$ cat src/shstr_map.svh
// constants for the sync header stream framing of a 64b/66b link
`ifndef SHSTR_MAP_SVH
`define SHSTR_MAP_SVH

`define SHSTR_BLK_W 64
`define SHSTR_MB_BLOCKS 32
`define SHSTR_LAST_BLK 5'h1F
`define SHSTR_EMB_E 1
`define SHSTR_FIFO_DEPTH 8
// x^12+x^9+x^8+x^3+x^2+x+1 without the x^12 term; 0x987 is the same in implicit-one notation
`define SHSTR_CRC_POLY 12'h30F
// fixed ones, pilot 00001 in bits 27..31, zeros elsewhere
`define SHSTR_PILOT_MASK 32'hF8A88888
`define SHSTR_PILOT_VAL 32'h80A88888
`define SHSTR_EOEMB_BIT 22
`define SHSTR_ERR_LIMIT 3'h4

`endif

$ cat src/shstr_pkg.sv
// types and stream helpers shared by both ends
`include "shstr_map.svh"

package shstr_pkg;

    typedef enum logic [1:0] {
        SHSTR_SEARCH = 2'b00,
        SHSTR_LOCKED = 2'b01,
        SHSTR_WAIT_SYSREF = 2'b10
    } shstr_rx_state_t;

    // serial crc over one block, bit 63 first
    function automatic logic [11:0] shstr_crc_step(input logic [11:0] crc,
                                                   input logic [63:0] data);
        logic [11:0] c;
        logic fb;
        c = crc;
        for (int i = 63; i >= 0; i--) begin
            fb = c[11] ^ data[i];
            c = {c[10:0], 1'b0} ^ (fb ? `SHSTR_CRC_POLY : 12'h000);
        end
        return c;
    endfunction

    // stream word for crc-12 mode; command positions stay zero
    function automatic logic [31:0] shstr_place(input logic [11:0] p, input logic eoemb);
        logic [31:0] w;
        w = `SHSTR_PILOT_VAL;
        {w[0], w[1], w[2]} = p[11:9];
        {w[4], w[5], w[6]} = p[8:6];
        {w[8], w[9], w[10]} = p[5:3];
        {w[12], w[13], w[14]} = p[2:0];
        w[`SHSTR_EOEMB_BIT] = eoemb;
        return w;
    endfunction

    // parity word out of a received stream word
    function automatic logic [11:0] shstr_extract(input logic [31:0] w);
        return {w[0], w[1], w[2], w[4], w[5], w[6], w[8], w[9], w[10], w[12], w[13], w[14]};
    endfunction

endpackage

$ cat src/shstr_if.sv
// block link between the framing transmitter and receiver
`timescale 1ns/1ps

interface shstr_if;
    logic valid;
    logic [1:0] sh;
    logic [63:0] payload;

    modport tx (
        output valid,
        output sh,
        output payload
    );
    modport rx (
        input valid,
        input sh,
        input payload
    );
endinterface

$ cat src/shstr_tx.sv
// block fifo and sync header stream transmitter
// blocks wait in an eight-word fifo while the drain is held off by tx_en_in
// or by a sysref cycle; each drained block leaves one cycle later with a
// two-bit header that carries one bit of the stream word. the parity sent
// in a multiblock is that of the one before, so the first after reset is 0.
// a sysref mid-multiblock drops the partial parity and restarts at block 0.
`timescale 1ns/1ps
`include "shstr_map.svh"

module shstr_fifo #(
    parameter int W = 64,
    parameter int D = 8
) (
    input wire logic sys_clk_in,
    input wire logic arst_n_in,
    input wire logic [W-1:0] wr_data_in,
    input wire logic wr_valid_in,
    output logic wr_ready_out,
    output logic [W-1:0] rd_data_out,
    output logic rd_valid_out,
    input wire logic rd_ready_in
);
    // depth must be a power of two; pointers carry one wrap bit
    localparam int AW = $clog2(D);
    logic [W-1:0] mem_q [D];
    logic [W-1:0] mem_d [D];
    logic [AW:0] wr_q, wr_d, rd_q, rd_d;
    logic full, empty, push, pop;

    // honest flags from pointer compare
    assign full = (wr_q[AW] != rd_q[AW]) && (wr_q[AW-1:0] == rd_q[AW-1:0]);
    assign empty = (wr_q == rd_q);

    // handshake on both sides, combinational so a word moves every cycle
    assign push = wr_valid_in && !full;
    assign pop = rd_valid_out && rd_ready_in;
    assign wr_ready_out = !full;
    assign rd_valid_out = !empty;
    assign rd_data_out = mem_q[rd_q[AW-1:0]];

    // pointer next values
    always_comb begin
        wr_d = wr_q + {{AW{1'b0}}, push};
        rd_d = rd_q + {{AW{1'b0}}, pop};
    end

    // pointers only; full and empty follow from them
    always_ff @(posedge sys_clk_in or negedge arst_n_in) begin
        if (!arst_n_in) begin
            wr_q <= '0;
            rd_q <= '0;
        end else begin
            wr_q <= wr_d;
            rd_q <= rd_d;
        end
    end

    // storage next value; only the slot under the write pointer changes
    always_comb begin
        mem_d = mem_q;
        if (push) begin
            mem_d[wr_q[AW-1:0]] = wr_data_in;
        end
    end

    // storage needs no reset, only written words are read
    always_ff @(posedge sys_clk_in) begin
        mem_q <= mem_d;
    end
endmodule

module shstr_tx
    import shstr_pkg::*;
(
    input wire logic sys_clk_in,
    input wire logic arst_n_in,
    input wire logic sysref_in,
    input wire logic tx_en_in,
    input wire logic [63:0] blk_in,
    input wire logic blk_valid_in,
    output logic blk_ready_out,
    output logic lemc_out,
    shstr_if.tx link
);
    // fifo side, stream word, framing state and link stage
    logic [63:0] f_data;
    logic f_valid, pop, bit_c;
    logic [31:0] word_c;
    logic [4:0] cnt_q, cnt_d;
    logic [11:0] crc_q, crc_d, par_q, par_d;
    logic vld_q, vld_d, first_q, first_d;
    logic [1:0] sh_q, sh_d;
    logic [63:0] pay_q, pay_d;

    // stall on disable or sysref lets the fifo really fill
    assign pop = f_valid && tx_en_in && !sysref_in;

    // eight deep, enough to ride out short drain stalls
    shstr_fifo #(
        .W(`SHSTR_BLK_W),
        .D(`SHSTR_FIFO_DEPTH)
    ) shstr_fifo_inst (
        .sys_clk_in(sys_clk_in),
        .arst_n_in(arst_n_in),
        .wr_data_in(blk_in),
        .wr_valid_in(blk_valid_in),
        .wr_ready_out(blk_ready_out),
        .rd_data_out(f_data),
        .rd_valid_out(f_valid),
        .rd_ready_in(pop)
    );

    // E is fixed at one, so every multiblock ends an extended one
    assign word_c = shstr_place(par_q, `SHSTR_EMB_E == 1);
    assign bit_c = word_c[cnt_q];

    // block counter and running parity; a periodic sysref on block 0 changes nothing
    always_comb begin
        cnt_d = cnt_q;
        crc_d = crc_q;
        par_d = par_q;
        if (sysref_in) begin
            cnt_d = 5'h00;
            crc_d = 12'h000;
        end else if (pop) begin
            if (cnt_q == `SHSTR_LAST_BLK) begin
                cnt_d = 5'h00;
                par_d = shstr_crc_step(crc_q, f_data);
                crc_d = 12'h000;
            end else begin
                cnt_d = cnt_q + 5'h01;
                crc_d = shstr_crc_step(crc_q, f_data);
            end
        end
    end

    // previous parity survives a sysref so the next word stays honest
    always_ff @(posedge sys_clk_in or negedge arst_n_in) begin
        if (!arst_n_in) begin
            cnt_q <= 5'h00;
            crc_q <= 12'h000;
            par_q <= 12'h000;
        end else begin
            cnt_q <= cnt_d;
            crc_q <= crc_d;
            par_q <= par_d;
        end
    end

    // link stage: header, payload and the multiblock start marker
    always_comb begin
        vld_d = pop;
        sh_d = sh_q;
        pay_d = pay_q;
        first_d = 1'b0;
        if (pop) begin
            sh_d = {~bit_c, bit_c};
            pay_d = f_data;
            first_d = (cnt_q == 5'h00);
        end
    end

    // header resets to a legal 10 and holds its last value while idle, so a stalled link never shows 00 or 11
    always_ff @(posedge sys_clk_in or negedge arst_n_in) begin
        if (!arst_n_in) begin
            vld_q <= 1'b0;
            sh_q <= 2'h2;
            pay_q <= 64'h0000000000000000;
            first_q <= 1'b0;
        end else begin
            vld_q <= vld_d;
            sh_q <= sh_d;
            pay_q <= pay_d;
            first_q <= first_d;
        end
    end

    // link side from registers
    assign link.valid = vld_q;
    assign link.sh = sh_q;
    assign link.payload = pay_q;
    assign lemc_out = first_q;
endmodule

$ cat src/flat_wrapper.sv
// flat-port wrapper written by rule: the top's interface ports become plain ports
module shstr_tx_flat import shstr_pkg::*;
  (sys_clk_in, arst_n_in, sysref_in, tx_en_in, blk_in, blk_valid_in, blk_ready_out, lemc_out, link_valid, link_sh, link_payload);
  shstr_if link_i ();
  input wire logic sys_clk_in;
  input wire logic arst_n_in;
  input wire logic sysref_in;
  input wire logic tx_en_in;
  input wire logic [63:0] blk_in;
  input wire logic blk_valid_in;
  output logic blk_ready_out;
  output logic lemc_out;
  output wire logic [$bits(link_i.valid)-1:0] link_valid;
  output wire logic [$bits(link_i.sh)-1:0] link_sh;
  output wire logic [$bits(link_i.payload)-1:0] link_payload;
  assign link_valid = link_i.valid;
  assign link_sh = link_i.sh;
  assign link_payload = link_i.payload;
  shstr_tx u_core (.sys_clk_in(sys_clk_in), .arst_n_in(arst_n_in), .sysref_in(sysref_in), .tx_en_in(tx_en_in), .blk_in(blk_in), .blk_valid_in(blk_valid_in), .blk_ready_out(blk_ready_out), .lemc_out(lemc_out), .link(link_i));
endmodule
$ cat config.mk
export PLATFORM = sky130hd
export DESIGN_NAME = shstr_tx_flat
export DESIGN_NICKNAME = d
export VERILOG_FILES = /design/src/shstr_pkg.sv /design/src/shstr_if.sv /design/src/shstr_tx.sv /design/src/flat_wrapper.sv
export VERILOG_INCLUDE_DIRS = /design/src
export SDC_FILE = /design/constraint.sdc
export NUM_CORES = 1
export LEC_CHECK = 0
export ABC_AREA = 1
export BUFFER_PORTS_ARGS = -buffer_cell sky130_fd_sc_hd__buf_4
export CORE_UTILIZATION = 60
export CTS_BUF_LIST = sky130_fd_sc_hd__clkbuf_4 sky130_fd_sc_hd__clkbuf_8
export DETAILED_ROUTE_END_ITERATION = 7
export HOLD_SLACK_MARGIN = 0.15
export PLACE_DENSITY = 0.75
export SYNTH_ARGS = -nofsm -noshare
export SYNTH_HDL_FRONTEND = slang
export SYNTH_SLANG_ARGS = --single-unit
$ cat constraint.sdc
create_clock -name sys_clk_in -period 15.41 [get_ports sys_clk_in]
set_clock_uncertainty 0.2 [all_clocks]
set_input_delay 0.7705 -clock sys_clk_in [delete_from_list [all_inputs] [get_ports sys_clk_in]]
set_output_delay 0.7705 -clock sys_clk_in [all_outputs]
set_load 0.02 [all_outputs]
==> Word-level counts from Yosys, hierarchy flattened <==
Index checks and enable logic that the tools add are counted.
{ "word_totals": {"register_bits": 617, "out_inout_bits": 69} }
{ "classes": {"add_sub_neg": 3, "order_cmp": 4, "eq_ne": 4, "muxes": 79, "bitwise": 132, "n_reduce_logical": 12} }
{ "op_table": {"columns": ["cell", "count"], "rows": [
  ["$xor 12x12->12", 64],
  ["$mux 10", 64],
  ["$bwmux 512", 1],
  ["$bmux 64 s3", 1],
  ["$demux 64 s3", 1],
  ["$mux 64", 3],
  ["$xor 1x1->1", 64],
  ["$mux 12", 3],
  ["$mux 5", 3],
  ["$add 4x1->4", 2],
  ["$ge 4x4->1 const B", 2],
  ["$not 3->4", 2],
  ["$logic_and 1x1->1", 6],
  ["$lt 5x6->1 const B", 1],
  ["$add 5x1->5 const B", 1],
  ["$bmux 1 s5", 1],
  ["$eq 5x5->1 const B", 1],
  ["$logic_not 5->1", 1],
  ["$eq 4x4->1", 1],
  ["$lt 4x1->1 const B", 1],
  ["$eq 3x3->1", 1],
  ["$logic_not 1->1", 3],
  ["$reduce_and 3->1", 1],
  ["$mux 1", 2],
  ["other kinds (3)", 4]
]} }

==> Longest topological paths before layout <==
{ "logic_depth": {"depth_word": 199, "mapped_depth": 93, "mapped_depth_nobuf": 90} }

==> Modules after synthesis <==
Synthesis repeated with hierarchy kept, for this count alone.
{ "hier_totals": {"hier_cells": 3048, "area_unflattened_um2": 29803.6} }
{ "modules_own_cells": {"columns": ["mod", "instances", "cells_per_inst", "area_each_um2", "seq_area_each_um2"], "rows": [
  ["shstr_fifo", 1, 1633, 20488.4, 15574.9],
  ["shstr_tx", 1, 1415, 9315.2, 2428.6]
]} }

==> Worst setup path after synthesis <==
No wires, ideal clock.
{ "synth_timing": {"kind": "register -> register", "start": "reg u_core.shstr_fifo_inst.rd_q[0]", "end": "reg u_core.shstr_fifo_inst.mem_q[100] in the netlist's numbering, enable pin", "setup_time_ps": 486, "t_arrival_ps": 8958, "required_ps": 14724, "path_slack_ps": 5766, "path_stages_with_launch": 32, "path_buffers": 25, "synth_period_minus_slack_ps": 9644, "path_cell_list": "dfrtp_1 -> buf_6 -> buf_6 -> buf_6 -> buf_2 -> clkbuf_1 -> buf_2 -> buf_2 -> buf_2 -> buf_2 -> buf_2 -> buf_2 -> clkbuf_1 -> buf_2 -> buf_2 -> buf_2 -> clkbuf_1 -> buf_2 -> buf_2 -> buf_2 -> clkbuf_1 -> clkbuf_1 -> buf_2 -> clkbuf_1 -> clkbuf_1 -> clkbuf_1 -> xor2_1 -> nor3_1 -> nand2_1 -> nand2_1 -> or2_2 -> nor2_1"} }
{ "synth_via": {"elab_chain_cells": 4} }
{ "synth_lines": {"columns": ["element", "line_no", "rtl"], "rows": [
  ["start: declaration", "shstr_tx.sv:27", "logic [AW:0] wr_q, wr_d, rd_q, rd_d;"],
  ["start signal: assignment", "shstr_tx.sv:54", "rd_q <= rd_d;"],
  ["$eq 3x3->1", "shstr_tx.sv:31", "assign full = (wr_q[AW] != rd_q[AW]) && (wr_q[AW-1:0] == rd_q[AW-1:0]);"],
  ["$logic_and 1x1->1", "shstr_tx.sv:31", null],
  ["$logic_not 1->1", null, null],
  ["via blk_ready_out", "flat_wrapper.sv:11", "output logic blk_ready_out;"],
  ["$logic_and 1x1->1", "shstr_tx.sv:35", "assign push = wr_valid_in && !full;"],
  ["end signal: assignment", "shstr_tx.sv:68", "mem_q <= mem_d;"],
  ["end: declaration", "shstr_tx.sv:25", "logic [W-1:0] mem_q [D];"]
]} }
The timed path passes the listed nets, and every way through them passes these cells.
A chain may end at the register's enable or synchronous reset.

==> Worst setup path after layout <==
{ "layout_timing": {"start": "reg u_core.shstr_fifo_inst.rd_q[0]", "end": "reg u_core.crc_q[8]"} }
{ "layout_via": {"elab_chain_cells": 115} }
{ "layout_lines": {"columns": ["element", "line_no", "rtl"], "rows": [
  ["$not 3->4 (implied by the code)", "shstr_tx.sv:39", "assign rd_data_out = mem_q[rd_q[AW-1:0]];"],
  ["$bmux 64 s3", "shstr_tx.sv:39", null],
  ["$mux 64 (implied by the code) (2 in series)", "shstr_tx.sv:39", null],
  ["$xor 1x1->1", "shstr_pkg.sv:19", "fb = c[11] ^ data[i];"],
  ["$mux 10", "shstr_pkg.sv:20", "c = {c[10:0], 1'b0} ^ (fb ? `SHSTR_CRC_POLY : 12'h000);"],
  ["$xor 12x12->12 (3 in series)", "shstr_pkg.sv:20", null],
  ["$xor 1x1->1", "shstr_pkg.sv:19", null],
  ["$mux 10", "shstr_pkg.sv:20", null],
  ["[... 94 more ...]", null, null],
  ["$mux 10", "shstr_pkg.sv:20", null],
  ["$xor 12x12->12 (3 in series)", "shstr_pkg.sv:20", null],
  ["$xor 1x1->1", "shstr_pkg.sv:19", null],
  ["$mux 10", "shstr_pkg.sv:20", null],
  ["$xor 12x12->12", "shstr_pkg.sv:20", null],
  ["$mux 12", "shstr_tx.sv:126", "if (cnt_q == `SHSTR_LAST_BLK) begin"],
  ["$mux 12", "shstr_tx.sv:125", "end else if (pop) begin"],
  ["$mux 12", "shstr_tx.sv:122", "if (sysref_in) begin"],
  ["end signal: assignment", "shstr_tx.sv:145", "crc_q <= crc_d;"],
  ["end: declaration", "shstr_tx.sv:90", "logic [11:0] crc_q, crc_d, par_q, par_d;"]
]} }
Several ways; a longest one is shown, not always the timed one. The select of a mux whose other input is x is not followed.

==> run_summary.xml <==
<?xml version="1.0" encoding="UTF-8"?>
<metrics>
  <group name="clocking">
    <metric name="cts_setup_buffers" unit="">0</metric>
    <metric name="number_of_levels_the_h_tree_was_split_into" unit="">3</metric>
    <metric name="ctsHoldBuffers" unit="">66</metric>
    <metric name="cts-root-to-sink-buffers" unit="">3</metric>
    <metric name="cts_sinks" unit="">617</metric>
    <metric name="cts_tree" unit="">built</metric>
    <metric name="cts_made_buffers" unit="">96</metric>
    <metric name="buffer_cell_driving_the_clock_tree_root" unit="">clkbuf_8</metric>
    <metric name="cts.repair.resized" unit="">0</metric>
    <metric name="worst_skew_pair.late_latency" unit="ns">0.70</metric>
    <metric name="clkTransAtPathRegs" unit="ns">0.06</metric>
  </group>
  <group name="route">
    <metric name="total_drc_errors_in_the_routed_layout" unit="">0</metric>
    <metric name="route.final.wire_length" unit="um">72300</metric>
    <metric name="vias_per_cell" unit="">5.79</metric>
    <metric name="route.vias.total" unit="">21400</metric>
    <metric name="highest_layer" unit="">met5</metric>
    <metric name="firstDrtPassIters" unit="">5</metric>
    <metric name="detailroute.wirelength.met3" unit="um">5450</metric>
    <metric name="met2_wirelength" unit="um">34500</metric>
    <metric name="initialDrtViolationCount" unit="">1913</metric>
    <metric name="wl_met1" unit="um">30300</metric>
    <metric name="detail-route-antenna-nets" unit="">0</metric>
    <metric name="avgRoutedWirePerCell" unit="um">19.5</metric>
  </group>
  <group name="sta">
    <metric name="period_needed" unit="ns">10.54</metric>
    <metric name="finalSetupViolations" unit="">0</metric>
    <metric name="setup_slack" unit="ns">4.87</metric>
    <metric name="achievable-frequency" unit="GHz">0.0949</metric>
    <metric name="worst_slew_margin_rel" unit="%">23.0</metric>
    <metric name="timing.final.hold_violations" unit="">0</metric>
    <metric name="worst-slew-pin-transition" unit="ns">1.16</metric>
    <metric name="tns" unit="ns">0</metric>
    <metric name="grt_setup_unrepaired" unit="">no</metric>
    <metric name="final_min_period_over_clock_period" unit="%">68.4</metric>
    <metric name="timing_max_transition_violations_final" unit="">0</metric>
  </group>
  <group name="synthesis">
    <metric name="synth_area" unit="mm2">0.0290</metric>
    <metric name="synthFlopType" unit="">edfxtp_1</metric>
    <metric name="postSynthRegisterBits" unit="">617</metric>
    <metric name="synth_top_cells_by_area" unit="">edfxtp_1, dfrtp_1, nand2_1</metric>
    <metric name="syn-num-nets" unit="">2865</metric>
    <metric name="synth_largest_type_area_fraction" unit="%">53.0</metric>
    <metric name="synth_edf_count" unit="">512</metric>
    <metric name="avgSynthCellArea" unit="um2">10.4</metric>
    <metric name="ys_seq_area_share" unit="%">62.1</metric>
    <metric name="synth.yosys.warnings" unit="">0</metric>
    <metric name="asyncSetResetFlopFracSynth" unit="%">17.0</metric>
    <metric name="postSynthCellCount" unit="">2787</metric>
    <metric name="synthDominantAreaCellType" unit="">edfxtp_1</metric>
    <metric name="count_of_unique_library_cells_instantiated_by_yosys" unit="">47</metric>
  </group>
  <group name="global_route">
    <metric name="grt_use_total" unit="%">29.6</metric>
    <metric name="maximum_number_of_pins_on_one_net_before_global_route_repair" unit="">108</metric>
    <metric name="grt_pass1_wl" unit="um">112000</metric>
    <metric name="overflow" unit="">0</metric>
    <metric name="antenna_found_initial" unit="">2</metric>
    <metric name="grt_pass1_vias" unit="">21000</metric>
  </group>
  <group name="run">
    <metric name="drv_cap" unit="">0</metric>
  </group>
  <group name="worst_setup_path">
    <metric name="r2r_slack" unit="ns">4.87</metric>
    <metric name="critical_path.top_delay_family" unit="">simple AND/OR/NAND/NOR gates</metric>
    <metric name="critical_path.max_stage_delay" unit="ns">0.76</metric>
    <metric name="path_buf_inv" unit="">5</metric>
    <metric name="worst-setup-path-type" unit="">flip-flop to flip-flop</metric>
    <metric name="cp_slowest_cell" unit="">dfrtp_4</metric>
    <metric name="worst-endpoint-required" unit="ns">15.78</metric>
    <metric name="worstReg2RegEnd" unit="">u_core.crc_q[8]</metric>
    <metric name="startpoint_type" unit="">flip-flop</metric>
    <metric name="regToRegStartpoint" unit="">u_core.shstr_fifo_inst.rd_q[0]</metric>
    <metric name="critical_path_arrival" unit="ns">10.91</metric>
    <metric name="critical_path.most_common_cell" unit="">nand2_2</metric>
    <metric name="crit_path_max_fanout" unit="">76</metric>
    <metric name="worstRegToRegCells" unit="">76</metric>
    <metric name="crit_path_end_kind" unit="">flip-flop</metric>
  </group>
  <group name="floorplan">
    <metric name="floorplan_die_width" unit="um">222</metric>
    <metric name="pin_count" unit="">138</metric>
    <metric name="fp.coreArea" unit="mm2">0.0477</metric>
    <metric name="initial_utilization" unit="%">60.7</metric>
    <metric name="rows" unit="">80</metric>
    <metric name="die_height" unit="um">222</metric>
    <metric name="fp.dieArea" unit="mm2">0.0492</metric>
  </group>
  <group name="hold_path">
    <metric name="hold_depth" unit="">4</metric>
    <metric name="min-delay-start" unit="">blk_valid_in</metric>
    <metric name="worst_hold_path_type" unit="">input port to flip-flop</metric>
    <metric name="hold_path_end" unit="">u_core.shstr_fifo_inst.wr_q[0]</metric>
  </group>
  <group name="placed_design">
    <metric name="dp.cells" unit="">3448</metric>
    <metric name="dp_worst_setup_slack" unit="ns">5.05</metric>
    <metric name="routabilityCongestion" unit="">0.907</metric>
    <metric name="dp_hpwl" unit="um">42900</metric>
    <metric name="io_buffers" unit="">137</metric>
  </group>
  <group name="layout">
    <metric name="area_growth" unit="%">14.6</metric>
    <metric name="fraction_of_layout_instances_using_a_drive_strength_above_1" unit="%">17.9</metric>
    <metric name="design.final.nets" unit="">3075</metric>
    <metric name="stdcell_count" unit="">3696</metric>
    <metric name="commonest_cells_after_routing_fill_and_taps_aside" unit="">nand2_1, edfxtp_1, o21ai_0</metric>
    <metric name="mostFrequentLayoutCell" unit="">nand2_1</metric>
  </group>
  <group name="status">
    <metric name="run_status" unit="">finished, final reports clean</metric>
  </group>
</metrics>
## Yosys cell counts (9+ instances only)
| cell type | count |
|---|---|
| nand2_1 | 546 |
| edfxtp_1 | 512 |
| o21ai_0 | 338 |
| nor2_1 | 254 |
| nand3_1 | 245 |
| inv_1 | 177 |
| nand2_2 | 111 |
| dfrtp_1 | 104 |
| xor2_1 | 84 |
| o22ai_1 | 75 |
| clkbuf_1 | 66 |
| nand3_2 | 43 |
| o221ai_1 | 39 |
| buf_2 | 37 |
| xnor2_1 | 25 |
| o21ai_1 | 24 |
| inv_2 | 23 |
| nand2_4 | 19 |
| ha_1 | 9 |
## registers in the layout, summed over array words and instances (netlist names), 2 cells and up
signal                        cells
u_core.par_q                     12
u_core.link.payload              64
u_core.shstr_fifo_inst.rd_q       4
u_core.cnt_q                      5
u_core.shstr_fifo_inst.wr_q       4
u_core.shstr_fifo_inst.mem_q    512
u_core.link.sh                    2
u_core.crc_q                     12
## stage by stage
step	area, um2	hold WS [ns]	util, %
floorplan	29000	0.244	-
global placement	30500	0.257	63.9
detailed placement	30500	0.262	63.9
CTS	33200	0.161	69.6
global route	33200	0.256	69.6
finish	33200	0.226	69.6
## worst max path at each step
stage	from	to	slack [ns]	depth (start not counted)
after floorplan	u_core.shstr_fifo_inst.rd_q[0]	u_core.shstr_fifo_inst.mem_q[100]	5.77	31
after global placement	u_core.shstr_fifo_inst.rd_q[0]	u_core.crc_q[8]	5.23	76
after detailed placement	u_core.shstr_fifo_inst.rd_q[0]	u_core.par_q[8]	5.05	78
after CTS	u_core.shstr_fifo_inst.rd_q[0]	u_core.par_q[8]	5.01	78
after global routing	u_core.shstr_fifo_inst.rd_q[0]	u_core.crc_q[3]	3.74	81
final	u_core.shstr_fifo_inst.rd_q[0]	u_core.crc_q[8]	4.87	76
## cell families after synthesis
| family | count (synthesis) | synth area share (%) |
|---|---|---|
| AO/OA/AOI/OAI | 490 | 9.46 |
| XOR/XNOR | 117 | 3.81 |
| adder cells (fa/ha/maj) | 9 | 0.388 |
| buffers and inverters | 318 | 4.56 |
| flip-flops | 617 | 62.1 |
| AND/OR/NAND/NOR | 1236 | 19.7 |
## per-layer routing
metal | global-route usage, % | vias up
met5 | 0 | -
met4 | 12.3 | 2
met3 | 5.21 | 135
met2 | 47.7 | 801
met1 | 40.0 | 10400
li1 | - | 10100
## worst min-delay path, delay by kind of cell
kind / cells / cell delay, ns
buffers and inverters: 2 / 0.15
adder cells (fa/ha/maj): 1 / 0.12
AND/OR/NAND/NOR: 1 / 0.05
## layout make-up
cell class	instances	area (um2)
clock inverter	35	287
timing repair buffer	228	1880
clock buffer	146	1790
fill	3466	14500
antenna	1	2.50
inverter	202	769
sequential	617	18000
tap	615	769
multi-input combinational	1852	9740
Power is not shown: default switching activity piles up to over one toggle a cycle in this logic, so the estimate is an artifact.
